`config.mk`:
```
export PLATFORM = sky130hd
export DESIGN_NAME = cbt_top
export DESIGN_NICKNAME = d
export VERILOG_FILES = /design/src/rtl/cbt_pkg.sv /design/src/rtl/cbt_sync.sv /design/src/rtl/cbt_axil_slave.sv /design/src/rtl/cbt_top.sv
export VERILOG_INCLUDE_DIRS = /design/src /design/src/rtl
export SDC_FILE = /design/constraint.sdc
export NUM_CORES = 2
export LEC_CHECK = 0
export BUFFER_PORTS_ARGS = -buffer_cell sky130_fd_sc_hd__buf_4
export CORE_MARGIN = 5
export CORE_UTILIZATION = 25
export CTS_CLUSTER_DIAMETER = 60
export DETAILED_ROUTE_END_ITERATION = 8
export PLACE_DENSITY_LB_ADDON = 0.12
export RECOVER_POWER = 50
export SETUP_SLACK_MARGIN = 0.5
export SLEW_MARGIN = 20
export SYNTH_ARGS = -nofsm -noshare
export SYNTH_HDL_FRONTEND = slang
export SYNTH_HIERARCHICAL = 1
export SYNTH_MEMORY_MAX_BITS = 65536
export SYNTH_SLANG_ARGS = --single-unit
```
`constraint.sdc`:
```
create_clock -name aclk -period 16.9 [get_ports aclk]
set_clock_uncertainty 0.15 [all_clocks]
set_input_delay 0.845 -clock aclk [delete_from_list [all_inputs] [get_ports aclk]]
set_output_delay 0.845 -clock aclk [all_outputs]
set_load 0.01 [all_outputs]
```
`src/rtl/cbt_regs.svh`:
```
// Register offsets, field positions, reset values and presets of the capture control
`ifndef CBT_REGS_SVH
`define CBT_REGS_SVH

// Register byte offsets
`define CBT_CTRL_OFS      8'h00
`define CBT_POS_OFS       8'h04
`define CBT_STATUS_OFS    8'h08
`define CBT_WCNT_OFS      8'h0c
`define CBT_TIDX_OFS      8'h10
`define CBT_RADDR_OFS     8'h14
`define CBT_RDATA_OFS     8'h18
`define CBT_LEFT_OFS      8'h1c

// Control register bits
`define CBT_CTRL_ARM      0
`define CBT_CTRL_STOP     1
`define CBT_CTRL_SQ       2
`define CBT_CTRL_SEGM     3
`define CBT_CTRL_EXTIN    4
`define CBT_CTRL_TOUT     5
`define CBT_CTRL_PWR      6

// Position register fields
`define CBT_POS_RUN_LSB   0
`define CBT_POS_PWR_LSB   2
`define CBT_POS_SEG_LSB   4

// Post-trigger share of each preset, in percent
`define CBT_PCT_PRE       88
`define CBT_PCT_CENTER    50
`define CBT_PCT_POST      12

// Reset values
`define CBT_CTRL_RST      8'h00
`define CBT_POS_RST       2'h1

// Bus answers
`define CBT_RESP_OKAY     2'h0
`define CBT_RESP_SLVERR   2'h2

`endif

```
`src/rtl/cbt_pkg.sv`:
```
// Types shared by the capture control files
package cbt_pkg;

    // Acquisition sequencer states
    typedef enum logic [1:0] {
        CBT_IDLE,
        CBT_RUN,
        CBT_DISCARD,
        CBT_DONE
    } cbt_state_t;

    // Preset trigger positions
    typedef enum logic [1:0] {
        CBT_POS_PRE    = 2'h0,
        CBT_POS_CENTER = 2'h1,
        CBT_POS_POST   = 2'h2,
        CBT_POS_RSVD   = 2'h3
    } cbt_pos_t;

endpackage

```
`src/rtl/cbt_sync.sv`:
```
// Two-stage synchroniser for a level from outside the clock domain
`timescale 1ns/1ns
module cbt_sync (
    input  wire logic aclk,
    input  wire logic aresetn,
    input  wire logic async_in,
    output logic      sync_out
);
    logic meta_q;

    // First stage feeds only the second
    always_ff @(posedge aclk) begin
        if (!aresetn) begin
            meta_q   <= 1'b0;
            sync_out <= 1'b0;
        end else begin
            meta_q   <= async_in;
            sync_out <= meta_q;
        end
    end
endmodule

```
`src/rtl/cbt_axil_slave.sv`:
```
// AXI4-Lite slave front end turning bus transfers into register strobes
`timescale 1ns/1ns
module cbt_axil_slave (
    input  wire logic        aclk,
    input  wire logic        aresetn,
    input  wire logic [7:0]  s_axi_awaddr,
    input  wire logic        s_axi_awvalid,
    output logic             s_axi_awready,
    input  wire logic [31:0] s_axi_wdata,
    input  wire logic [3:0]  s_axi_wstrb,
    input  wire logic        s_axi_wvalid,
    output logic             s_axi_wready,
    output logic [1:0]       s_axi_bresp,
    output logic             s_axi_bvalid,
    input  wire logic        s_axi_bready,
    input  wire logic [7:0]  s_axi_araddr,
    input  wire logic        s_axi_arvalid,
    output logic             s_axi_arready,
    output logic [31:0]      s_axi_rdata,
    output logic [1:0]       s_axi_rresp,
    output logic             s_axi_rvalid,
    input  wire logic        s_axi_rready,
    output logic             wr_en,
    output logic [7:0]       wr_addr,
    output logic [31:0]      wr_data,
    output logic [3:0]       wr_strb,
    input  wire logic        wr_err,
    output logic             rd_en,
    input  wire logic [31:0] rd_data,
    input  wire logic        rd_err
);
    `include "cbt_regs.svh"

    typedef struct packed {
        logic        aw_full;
        logic        w_full;
        logic [7:0]  awaddr;
        logic [31:0] wdata;
        logic [3:0]  wstrb;
        logic        bvalid;
        logic [1:0]  bresp;
        logic        rvalid;
        logic [31:0] rdata;
        logic [1:0]  rresp;
    } cbt_axs_t;

    cbt_axs_t q;
    cbt_axs_t d;

    // Ready while the holding slot is free and no answer is pending
    assign s_axi_awready = !q.aw_full && !q.bvalid;
    assign s_axi_wready  = !q.w_full && !q.bvalid;
    assign s_axi_arready = !q.rvalid;
    assign s_axi_bvalid  = q.bvalid;
    assign s_axi_bresp   = q.bresp;
    assign s_axi_rvalid  = q.rvalid;
    assign s_axi_rdata   = q.rdata;
    assign s_axi_rresp   = q.rresp;

    // Register strobes toward the block
    assign wr_en   = q.aw_full && q.w_full && !q.bvalid;
    assign wr_addr = q.awaddr;
    assign wr_data = q.wdata;
    assign wr_strb = q.wstrb;
    assign rd_en   = s_axi_arvalid && !q.rvalid;

    // Next state of the channel holders
    always_comb begin
        d = q;
        if (s_axi_awvalid && s_axi_awready) begin
            d.aw_full = 1'b1;
            d.awaddr  = s_axi_awaddr;
        end
        if (s_axi_wvalid && s_axi_wready) begin
            d.w_full = 1'b1;
            d.wdata  = s_axi_wdata;
            d.wstrb  = s_axi_wstrb;
        end
        if (wr_en) begin
            d.aw_full = 1'b0;
            d.w_full  = 1'b0;
            d.bvalid  = 1'b1;
            d.bresp   = wr_err ? `CBT_RESP_SLVERR : `CBT_RESP_OKAY;
        end else if (q.bvalid && s_axi_bready) begin
            d.bvalid = 1'b0;
        end
        if (rd_en) begin
            d.rvalid = 1'b1;
            d.rdata  = rd_err ? 32'h0 : rd_data;
            d.rresp  = rd_err ? `CBT_RESP_SLVERR : `CBT_RESP_OKAY;
        end else if (q.rvalid && s_axi_rready) begin
            d.rvalid = 1'b0;
        end
    end

    always_ff @(posedge aclk) begin
        if (!aresetn) begin
            q <= '0;
        end else begin
            q <= d;
        end
    end
endmodule

```
`src/rtl/cbt_top.sv`:
```
// Capture buffer trigger control: storage qualification, trigger position, segments
//
// The AXI4-Lite interface to the registers and the placing of the registers were left to the implementer.
`timescale 1ns/1ns
// Notes on behaviour
// - Store begin/halt only in state-qualifier mode
// - Store begin/halt ignored for segmented buffers
// - Qualified mode writes nothing before begin
// - After trigger keep writing the post count
// - Post count done: finish, buffer readable
// - Halt before done pauses until begin
// - Begin/halt still act after the trigger
// - Manual stop forces the trigger, ends capture
// - Counters, flags, state visible and live
// - Presets 12/88, 50/50, 88/12 everywhere
// - Run and power-up positions held apart
// - No count argument: use preset position
// - Trigger count sets samples after trigger
// - Quick retrigger cuts segment, marks discards
// - Trigger index is depth minus post count
// - Power-up trigger arms straight from reset
// - Power-up configuration kept per instance
// - External input gates all other conditions
// - Trigger output drives other equipment
// - Power-up shares external in and out; here pwr_en is only stored and read back
// - Final post count done stops acquisition
// - Next segment follows, oldest overwritten
module cbt_top
    import cbt_pkg::*;
#(
    parameter int          SW        = 16,
    parameter int          DEPTH     = 256,
    parameter bit          PWRUP_EN  = 1'b1,
    parameter logic [1:0]  PWRUP_POS = 2'h1
) (
    input  wire logic                      aclk,
    input  wire logic                      aresetn,
    input  wire logic [7:0]                s_axi_awaddr,
    input  wire logic                      s_axi_awvalid,
    output logic                           s_axi_awready,
    input  wire logic [31:0]               s_axi_wdata,
    input  wire logic [3:0]                s_axi_wstrb,
    input  wire logic                      s_axi_wvalid,
    output logic                           s_axi_wready,
    output logic [1:0]                     s_axi_bresp,
    output logic                           s_axi_bvalid,
    input  wire logic                      s_axi_bready,
    input  wire logic [7:0]                s_axi_araddr,
    input  wire logic                      s_axi_arvalid,
    output logic                           s_axi_arready,
    output logic [31:0]                    s_axi_rdata,
    output logic [1:0]                     s_axi_rresp,
    output logic                           s_axi_rvalid,
    input  wire logic                      s_axi_rready,
    input  wire logic [SW-1:0]             sample_in,
    input  wire logic                      act_start_store,
    input  wire logic                      act_stop_store,
    input  wire logic                      act_trigger,
    input  wire logic                      act_seg_trigger,
    input  wire logic                      act_count_valid,
    input  wire logic [$clog2(DEPTH):0]    act_count,
    input  wire logic [7:0]                flow_state,
    input  wire logic                      ext_trig_in,
    output logic                           trig_out
);
    `include "cbt_regs.svh"

    localparam int AW = $clog2(DEPTH);

    typedef struct packed {
        cbt_state_t  st;
        logic        sq;
        logic        segm;
        logic        ext_en;
        logic        tout_en;
        logic        pwr_en;
        logic [1:0]  rpos;
        logic [1:0]  ppos;
        logic [2:0]  seglog;
        logic        pwrup;
        logic        wen;
        logic        trig;
        logic        final_t;
        logic        ext_seen;
        logic        segend_d;
        logic        pend_final;
        logic [AW:0] pend_left;
        logic [AW:0] left;
        logic [AW:0] trig_idx;
        logic [AW-1:0] off;
        logic [2:0]  seg;
        logic [31:0] wcnt;
        logic [AW-1:0] raddr;
        logic        tout;
    } cbt_core_t;

    cbt_core_t q;
    cbt_core_t d;

    // Capture store, top bit marks a discarded position
    logic [SW:0]   mem [DEPTH];
    logic          mem_we;
    logic [AW-1:0] mem_wa;
    logic [SW:0]   mem_wd;

    logic          ext_s;
    logic          wr_en;
    logic [7:0]    wr_addr;
    logic [31:0]   wr_data;
    logic [3:0]    wr_strb;
    logic          wr_err;
    logic          rd_en;
    logic [31:0]   rd_data;
    logic          rd_err;

    // ------------------------------------------------------------
    // Helpers
    // ------------------------------------------------------------

    // Samples after trigger for a preset position
    function automatic logic [AW:0] preset_count(input logic [1:0] pos,
                                                 input logic [AW:0] n);
        int pct;
        pct = `CBT_PCT_CENTER;
        unique case (cbt_pos_t'(pos))
            CBT_POS_PRE:    pct = `CBT_PCT_PRE;
            CBT_POS_POST:   pct = `CBT_PCT_POST;
            CBT_POS_CENTER: pct = `CBT_PCT_CENTER;
            CBT_POS_RSVD:   pct = `CBT_PCT_CENTER;
        endcase
        return (AW+1)'((int'(n) * pct) / 100);
    endfunction

    // Store address from segment number and offset
    function automatic logic [AW-1:0] store_addr(input logic [2:0] seg,
                                                 input logic [AW-1:0] off,
                                                 input logic [AW:0] n);
        return AW'(int'(seg) * int'(n) + int'(off));
    endfunction

    // Byte-strobe merge of a written word
    function automatic logic [31:0] merge(input logic [31:0] old,
                                          input logic [31:0] data,
                                          input logic [3:0] strb);
        logic [31:0] m;
        m = {{8{strb[3]}}, {8{strb[2]}}, {8{strb[1]}}, {8{strb[0]}}};
        return (old & ~m) | (data & m);
    endfunction

    // ------------------------------------------------------------
    // Bus and pin front ends
    // ------------------------------------------------------------

    cbt_axil_slave u_bus (
        .aclk          (aclk),
        .aresetn       (aresetn),
        .s_axi_awaddr  (s_axi_awaddr),
        .s_axi_awvalid (s_axi_awvalid),
        .s_axi_awready (s_axi_awready),
        .s_axi_wdata   (s_axi_wdata),
        .s_axi_wstrb   (s_axi_wstrb),
        .s_axi_wvalid  (s_axi_wvalid),
        .s_axi_wready  (s_axi_wready),
        .s_axi_bresp   (s_axi_bresp),
        .s_axi_bvalid  (s_axi_bvalid),
        .s_axi_bready  (s_axi_bready),
        .s_axi_araddr  (s_axi_araddr),
        .s_axi_arvalid (s_axi_arvalid),
        .s_axi_arready (s_axi_arready),
        .s_axi_rdata   (s_axi_rdata),
        .s_axi_rresp   (s_axi_rresp),
        .s_axi_rvalid  (s_axi_rvalid),
        .s_axi_rready  (s_axi_rready),
        .wr_en         (wr_en),
        .wr_addr       (wr_addr),
        .wr_data       (wr_data),
        .wr_strb       (wr_strb),
        .wr_err        (wr_err),
        .rd_en         (rd_en),
        .rd_data       (rd_data),
        .rd_err        (rd_err)
    );

    // External trigger input is a pin from another domain
    cbt_sync u_ext (
        .aclk     (aclk),
        .aresetn  (aresetn),
        .async_in (ext_trig_in),
        .sync_out (ext_s)
    );

    // ------------------------------------------------------------
    // Register read and write decode
    // ------------------------------------------------------------

    // Live status, counters and flow state
    always_comb begin
        rd_data = 32'h0;
        rd_err  = 1'b0;
        unique case (s_axi_araddr)
            `CBT_CTRL_OFS:   rd_data = {25'h0, q.pwr_en, q.tout_en, q.ext_en,
                                        q.segm, q.sq, 2'h0};
            `CBT_POS_OFS:    rd_data = {25'h0, q.seglog, q.ppos, q.rpos};
            `CBT_STATUS_OFS: rd_data = {8'h0, 5'h0, q.seg, flow_state, 1'b0,
                                        q.ext_seen, q.pwrup, q.wen, q.trig,
                                        q.st == CBT_DONE, q.st == CBT_DISCARD,
                                        q.st == CBT_RUN};
            `CBT_WCNT_OFS:   rd_data = q.wcnt;
            `CBT_TIDX_OFS:   rd_data = 32'(q.trig_idx);
            `CBT_RADDR_OFS:  rd_data = 32'(q.raddr);
            `CBT_RDATA_OFS:  rd_data = 32'(mem[q.raddr]);
            `CBT_LEFT_OFS:   rd_data = 32'(q.left);
            default:         rd_err  = 1'b1;
        endcase
    end

    // Only control, position and read address take writes; status, counters, read data and unmapped offsets refuse
    always_comb begin
        unique case (wr_addr)
            `CBT_CTRL_OFS, `CBT_POS_OFS, `CBT_RADDR_OFS: wr_err = 1'b0;
            default:                                    wr_err = 1'b1;
        endcase
    end

    // ------------------------------------------------------------
    // Acquisition sequencer
    // ------------------------------------------------------------

    logic [AW:0]  segn;
    logic         gate;
    logic         qual;
    logic         trig_act;
    logic         final_act;
    logic [AW:0]  cnt;
    logic [31:0]  wmerge;
    logic         do_write;

    always_comb begin
        d        = q;
        mem_we   = 1'b0;
        mem_wa   = '0;
        mem_wd   = '0;
        do_write = 1'b0;
        wmerge   = 32'h0;
        d.tout   = 1'b0;
        d.segend_d = 1'b0;
        // Segment depth follows the segment count
        segn = q.segm ? (AW+1)'(DEPTH >> q.seglog) : (AW+1)'(DEPTH);
        // External input must be true before other conditions count
        gate = !q.ext_en || q.ext_seen || ext_s;
        if (q.st == CBT_RUN && q.ext_en && ext_s) begin
            d.ext_seen = 1'b1;
        end
        qual      = q.sq && !q.segm;
        final_act = gate && act_trigger;
        trig_act  = final_act || (gate && q.segm && act_seg_trigger);
        // Explicit count or the preset of the active configuration
        cnt = act_count_valid ? act_count
                              : preset_count(q.pwrup ? q.ppos : q.rpos, segn);
        if (cnt > segn) begin
            cnt = segn;
        end

        if (q.st == CBT_RUN) begin
            // Store enable: halt then begin, begin wins a tie
            if (!qual) begin
                d.wen = 1'b1;
            end else if (gate && act_start_store) begin
                d.wen = 1'b1;
            end else if (gate && act_stop_store) begin
                d.wen = 1'b0;
            end
            do_write = d.wen;
            if (do_write) begin
                // Circular store within the current segment
                mem_we = 1'b1;
                mem_wa = store_addr(q.seg, q.off, segn);
                mem_wd = {1'b0, sample_in};
                d.off  = (32'(q.off) + 1 >= 32'(segn)) ? '0 : q.off + 1'b1;
                d.wcnt = q.wcnt + 32'h1;
            end
            if (trig_act && q.trig && q.segend_d && q.segm) begin
                // Retrigger in the cycle right after a segment trigger cuts this segment
                d.st         = CBT_DISCARD;
                d.pend_final = final_act;
                d.pend_left  = cnt;
                mem_we       = 1'b0;
                d.off        = q.off;
                d.wcnt       = q.wcnt;
            end else if (trig_act && !q.trig) begin
                d.trig     = 1'b1;
                d.final_t  = final_act;
                d.left     = cnt;
                d.trig_idx = segn - cnt;
                d.tout     = q.tout_en;
                d.segend_d = !final_act;
                if (cnt == '0 && final_act) begin
                    d.st = CBT_DONE;
                end
            end else if (q.trig && do_write) begin
                // Gather the samples after the trigger
                d.left = q.left - 1'b1;
                if (q.left == (AW+1)'(1)) begin
                    if (q.final_t || !q.segm) begin
                        d.st = CBT_DONE;
                    end else begin
                        d.trig = 1'b0;
                        d.seg  = (q.seg + 3'h1) & 3'((1 << q.seglog) - 1);
                        d.off  = '0;
                    end
                end
            end
        end else if (q.st == CBT_DISCARD) begin
            // Walk the unfilled positions, marking each discarded
            if (q.left != '0) begin
                mem_we = 1'b1;
                mem_wa = store_addr(q.seg, q.off, segn);
                mem_wd = {1'b1, {SW{1'b0}}};
                d.left = q.left - 1'b1;
                d.off  = (32'(q.off) + 1 >= 32'(segn)) ? '0 : q.off + 1'b1;
            end else if (q.pend_final) begin
                d.st = CBT_DONE;
            end else begin
                d.st       = CBT_RUN;
                d.seg      = (q.seg + 3'h1) & 3'((1 << q.seglog) - 1);
                d.off      = '0;
                d.left     = q.pend_left;
                d.trig_idx = segn - q.pend_left;
                d.segend_d = 1'b1;
                d.tout     = q.tout_en;
            end
        end

        // Software writes
        if (wr_en && !wr_err) begin
            unique case (wr_addr)
                `CBT_CTRL_OFS: begin
                    wmerge    = merge({25'h0, q.pwr_en, q.tout_en, q.ext_en, q.segm,
                                       q.sq, 2'h0}, wr_data, wr_strb);
                    d.sq      = wmerge[`CBT_CTRL_SQ];
                    d.segm    = wmerge[`CBT_CTRL_SEGM];
                    d.ext_en  = wmerge[`CBT_CTRL_EXTIN];
                    d.tout_en = wmerge[`CBT_CTRL_TOUT];
                    d.pwr_en  = wmerge[`CBT_CTRL_PWR];
                    if (wmerge[`CBT_CTRL_ARM]) begin
                        // Runtime start clears the previous capture
                        d.st       = CBT_RUN;
                        d.pwrup    = 1'b0;
                        d.wen      = !wmerge[`CBT_CTRL_SQ] || wmerge[`CBT_CTRL_SEGM];
                        d.trig     = 1'b0;
                        d.ext_seen = 1'b0;
                        d.seg      = '0;
                        d.off      = '0;
                        d.wcnt     = '0;
                        d.left     = '0;
                        d.trig_idx = '0;
                    end else if (wmerge[`CBT_CTRL_STOP] && q.st != CBT_IDLE) begin
                        // Manual stop forces the trigger and ends capture
                        d.st   = CBT_DONE;
                        d.trig = 1'b1;
                        d.left = '0;
                        if (!q.trig) begin
                            d.trig_idx = segn;
                            d.tout     = q.tout_en;
                        end
                    end
                end
                `CBT_POS_OFS: begin
                    wmerge   = merge({25'h0, q.seglog, q.ppos, q.rpos}, wr_data, wr_strb);
                    d.rpos   = wmerge[`CBT_POS_RUN_LSB +: 2];
                    d.ppos   = wmerge[`CBT_POS_PWR_LSB +: 2];
                    d.seglog = wmerge[`CBT_POS_SEG_LSB +: 3];
                end
                `CBT_RADDR_OFS: begin
                    wmerge  = merge(32'(q.raddr), wr_data, wr_strb);
                    d.raddr = wmerge[AW-1:0];
                end
                default: begin
                    wmerge = 32'h0;
                end
            endcase
        end
    end

    // ------------------------------------------------------------
    // State and store registers
    // ------------------------------------------------------------

    // Power-up trigger leaves reset already armed
    always_ff @(posedge aclk) begin
        if (!aresetn) begin
            q        <= '0;
            q.st     <= PWRUP_EN ? CBT_RUN : CBT_IDLE;
            q.pwrup  <= PWRUP_EN;
            q.pwr_en <= PWRUP_EN;
            q.ppos   <= PWRUP_POS;
            q.rpos   <= `CBT_POS_RST;
            q.wen    <= 1'b1;
        end else begin
            q <= d;
        end
    end

    // Store write port
    always_ff @(posedge aclk) begin
        if (mem_we) begin
            mem[mem_wa] <= mem_wd;
        end
    end

    assign trig_out = q.tout;
endmodule

```
After elaboration in Yosys (flattened, before gate mapping)

Memory sizes are Yosys's and may differ from the RTL's. A register that Yosys moved wholly into a read port is not among the register bits.
Cells that the tools add are included.
W data, S select, Z words.

Register bits: 159
Latch bits: 0
Memory bits (writable): 4352
Memory bits (read-only): 0
Input bits: 98
Output and inout bits: 42
Word-level logic and storage cells: 246
Memories kept: 1

Memories:

| memory | depth | width | rd ports | clocked after memory_dff | write ports | line           | RTL |
|---|---|---|---|---|---|---|---|
| mem    | 256   | 17    | 1        | 1                        | 1           | cbt_top.sv:101 | `logic [SW:0] mem [DEPTH];` |

Add/sub/neg operators: 9
Multipliers: 2
Div/mod/pow operators: 1
$lt $le $gt $ge: 2
Equal/unequal tests: 16
Shift operators: 2
Mux-type cells: 109
Bitwise logic cells: 11
Reductions and logical operators: 57

Operators by type and width:

| kind                    | count |
|---|---|
| $pmux W32 S8            | 1 |
| $mux W32                | 4 |
| $pmux W32 S3            | 1 |
| $mux W8                 | 11 |
| $mux W29                | 3 |
| $mux W9                 | 9 |
| $mux W70                | 1 |
| $mux W17                | 4 |
| $mux W61                | 1 |
| $mux W18                | 3 |
| $mux W11                | 4 |
| $mux W43                | 1 |
| $mux W1                 | 42 |
| $eq A8 B5 Y1 const B    | 5 |
| $mux W2                 | 17 |
| $add A32 B1 Y32 const B | 1 |
| $div A32 B8 Y32 const B | 1 |
| $mul A10 B32 Y32        | 1 |
| $logic_and A1 B1 Y1     | 25 |
| $sub A9 B9 Y9           | 2 |
| $and A8 B8 Y8           | 2 |
| $eq A8 B3 Y1 const B    | 2 |
| $eq A8 B4 Y1 const B    | 2 |
| $logic_not A8 Y1        | 2 |
| 34 further kinds        | 64 |

Logic depth before layout (Yosys ltp)

Depth after elaboration: 20
Mapped depth: 74
Gate-level depth less buffers: 65

Hierarchy

The synthesis kept the hierarchy.

Modules (own cells, without submodules):

| module         | instances | cells an instance | area an instance (um^2) | seq. area each (um^2) |
|---|---|---|---|---|
| cbt_top        | 1         | 8066              | 177873.1                | 132847.4 |
| cbt_axil_slave | 1         | 449               | 3799.9                  | 1641.6 |
| cbt_sync       | 1         | 4                 | 52.6                    | 40.0 |

Worst setup path before layout

OpenSTA, ideal clock, no wires.

Path kind: register to register
Start point: register (tool-made name)
End point: register q[60] (netlist bit)
Setup time: 116 ps
Arrival: 14266 ps
Data required time: 16634 ps
Setup slack: 2369 ps
Cell stages (with the launch flop): 65
Path buffers: 4
Period minus slack after synthesis: 14531 ps
Cells stage by stage: dfxtp_1 clkbuf_1 nand2_1 nor2_1 nand3_1 fa_1 inv_1 fa_1 ha_1 fa_1 ha_1 ha_1 fa_1 a211oi_2 o211ai_1 and3_1 o221ai_1 o221ai_4 [29 not listed] o21ai_0 o31a_1 buf_2 mux2_2 inv_1 fa_1 a21oi_1 nor2_1 nor2_1 o21bai_1 a21oi_1 o21bai_1 a21oi_1 xnor2_1 nor2_1 a211oi_1 o22ai_1 and3_1

RTL lines:

| item          | line          | RTL |
|---|---|---|
| end, declared | cbt_top.sv:97 | `cbt_core_t q;` |

==> flow_summary.toml <==
[pwr]
p_sw_mw = 5.43
ir_drop_v = 0.000106
power_leakage_nw = 62.0
power.internal_mw = 19.3
pwr-share-clk_pct = 45.4
powerDensity_mw_per_mm2 = 117
power_mw = 24.8
swShare_pct = 21.9
p_comb_share_pct = 4.0
p_seq_share_pct = 50.6

[grt]
overflow = 0
grt_pass1_wl_um = 757000
grt_pass1_vias = 91200
antenna_found_initial = 40
grt_max_degree = 193
grt_use_total_pct = 14.4

[finish]
final_util_pct = 29.4
layout_common_cells = "4352 x edfxtp_1, 1434 x mux4_2, 557 x clkbuf_16"
num-nets-final = 9087
n_fill_cell = 69900
multi_input_area_mm2 = 0.0452
final_common_cell = "edfxtp_1"
seq_area_mm2 = 0.134
area_growth_pct = 17.3
instances_no_fill = 18900
drive_gt1_share_pct = 30.4

[timing]
max_freq_mhz = 64.2
slew_headroom_pct = -500
rsz0062_at_grt = "false"
tightest_slew_ns = 9.01
setup_violations = 0
period_share_pct = 92.2
whs_ns = 0.162
slew_violations = 4598
tns_ns = 0
post-route-min-period_ns = 15.59
finalHoldViolCount = 0

[clock_network]
clockBufferDepth = 4
clkSlewWorstSetupHoldPaths_ns = 0.06
cts_tree = "built"
cts_buffers = 535
cts_num_sinks = 4517
clkLatencyLatePin_ns = 1.05
clockRootBuffer = "clkbuf_16"
htreeDepth = 6

[min_path]
hold_path_class = "primary input to register"

[outcome]
violations = "capacitance limit, slew limit"
status = "finished with violations"

[die]
initial_core_util_pct = 25.0
die_y_um = 860
die_x_um = 860
die_area_mm2 = 0.739
rows = 312
coreArea_mm2 = 0.721
pin_count = 140

[yosys]
synthCells = 8381
yosys_warnings = 6
syn_area_per_cell_um2 = 21.5
syn_area_mm2 = 0.181

[route]
ant_nets = 0
drt-total-wl_um = 547000
drt_pass1_iterations = 9
route.vias.total = 87500
drc_errors = 0
wl_per_cell_um = 29.0
vias_per_cell = 4.64
drtIter0Drc = 8212

[worst_setup_path]
slowest_stage = "fa_1"
critPathMaxFanout = 11
end_kind = "register"
worst-setup-path-type = "register to register"
cpPeakStageDelay_ns = 0.56
required_ns = 17.69
startpoint_type = "register"
arrival_ns = 16.37

[place]
place.gp.congestion = 0.780
place_inst = 17900
hpwl_um = 324000
portBuffers = 110

[job]
cap_violations = 62
## worst max-delay path, delay by kind of cell, from the launching register on
family / cells / cell delay [ns]
AOI/OAI and AO/OA: 31 / 6.96
muxes: 2 / 0.62
adders and majority gates: 8 / 3.53
buffers and inverters: 7 / 0.87
and+or+nand+nor: 14 / 2.55
DFF: 1 / 0.41
xor gates and xnor gates: 2 / 0.35
## routing by layer
layer / routed length (µm) / global-route usage, % / share of wire (%)
met5: 0 / 0 / 0
met4: 11900 / 2.98 / 2.2
met3: 25400 / 1.87 / 4.7
met2: 263000 / 23.8 / 48
met1: 247000 / 20.3 / 45
## power groups by stage
stage               registers (mW)  logic, mW  clock network, mW
floorplan                     12.7      0.510                  0
global placement              12.7      0.948                  0
detailed placement            12.7      0.986                  0
CTS                           12.5      0.993               11.6
global route                  12.5       1.07               12.1
finish                        12.5      0.987               11.2
## through the flow
stage | setup WS, ns | cell area [µm²]
after floorplan | 2.37 | 181000
after global placement | 0.826 | 195000
after detailed placement | 0.478 | 195000
after CTS | 0.543 | 212000
after global routing | 0.492 | 212000
final | 1.31 | 212000
## sequential cells by signal (all words and copies together) (netlist names), named ones only
| register | cells |
|---|---|
| u_bus/q | 2 |
| u_bus/s_axi_bresp | 1 |
| u_bus/s_axi_bvalid | 1 |
| u_bus/s_axi_rdata | 32 |
| u_ext/sync_out | 1 |
| u_bus/s_axi_rresp | 1 |
| u_bus/wr_strb | 1 |
| mem | 4352 |
| u_ext/meta_q | 1 |
| trig_out | 1 |
| q | 89 |
| u_bus/wr_data | 8 |
| u_bus/s_axi_rvalid | 1 |
| u_bus/wr_addr | 8 |
## worst paths after layout
path,from,end,slack [ns],cells after the start
hold / removal,flow_state[4],u_bus/s_axi_rdata[12]$_SDFFE_PN0P_,0.16,5
setup / recovery,register,q[60]$_SDFF_PN0_,1.31,64
setup reg to reg,register,q[60]$_SDFF_PN0_,1.31,64
hold reg to reg,u_ext/meta_q$_SDFF_PN0_,u_ext/sync_out$_SDFF_PN0_,0.29,1
## layout make-up
class,instances,area share [%]
repair buffers,456,1.55
well taps,9577,5.65
flip-flops and latches,4517,63.2
inverters,107,0.190
diodes,15,0.0177
multi-input cells,3245,21.3
clock buffers,693,6.84
clock inverters,247,1.16
## repair_timing
item	in CTS	in global routing
pin swaps	0	7
gates resized for setup	3	34
hold buffers	22	0
endpoints found under the setup margin	1	7
setup buffers	0	11
hold endpoints to repair	35	0
cloned	0	0
No activity file was read; power rests on OpenSTA's default activity.
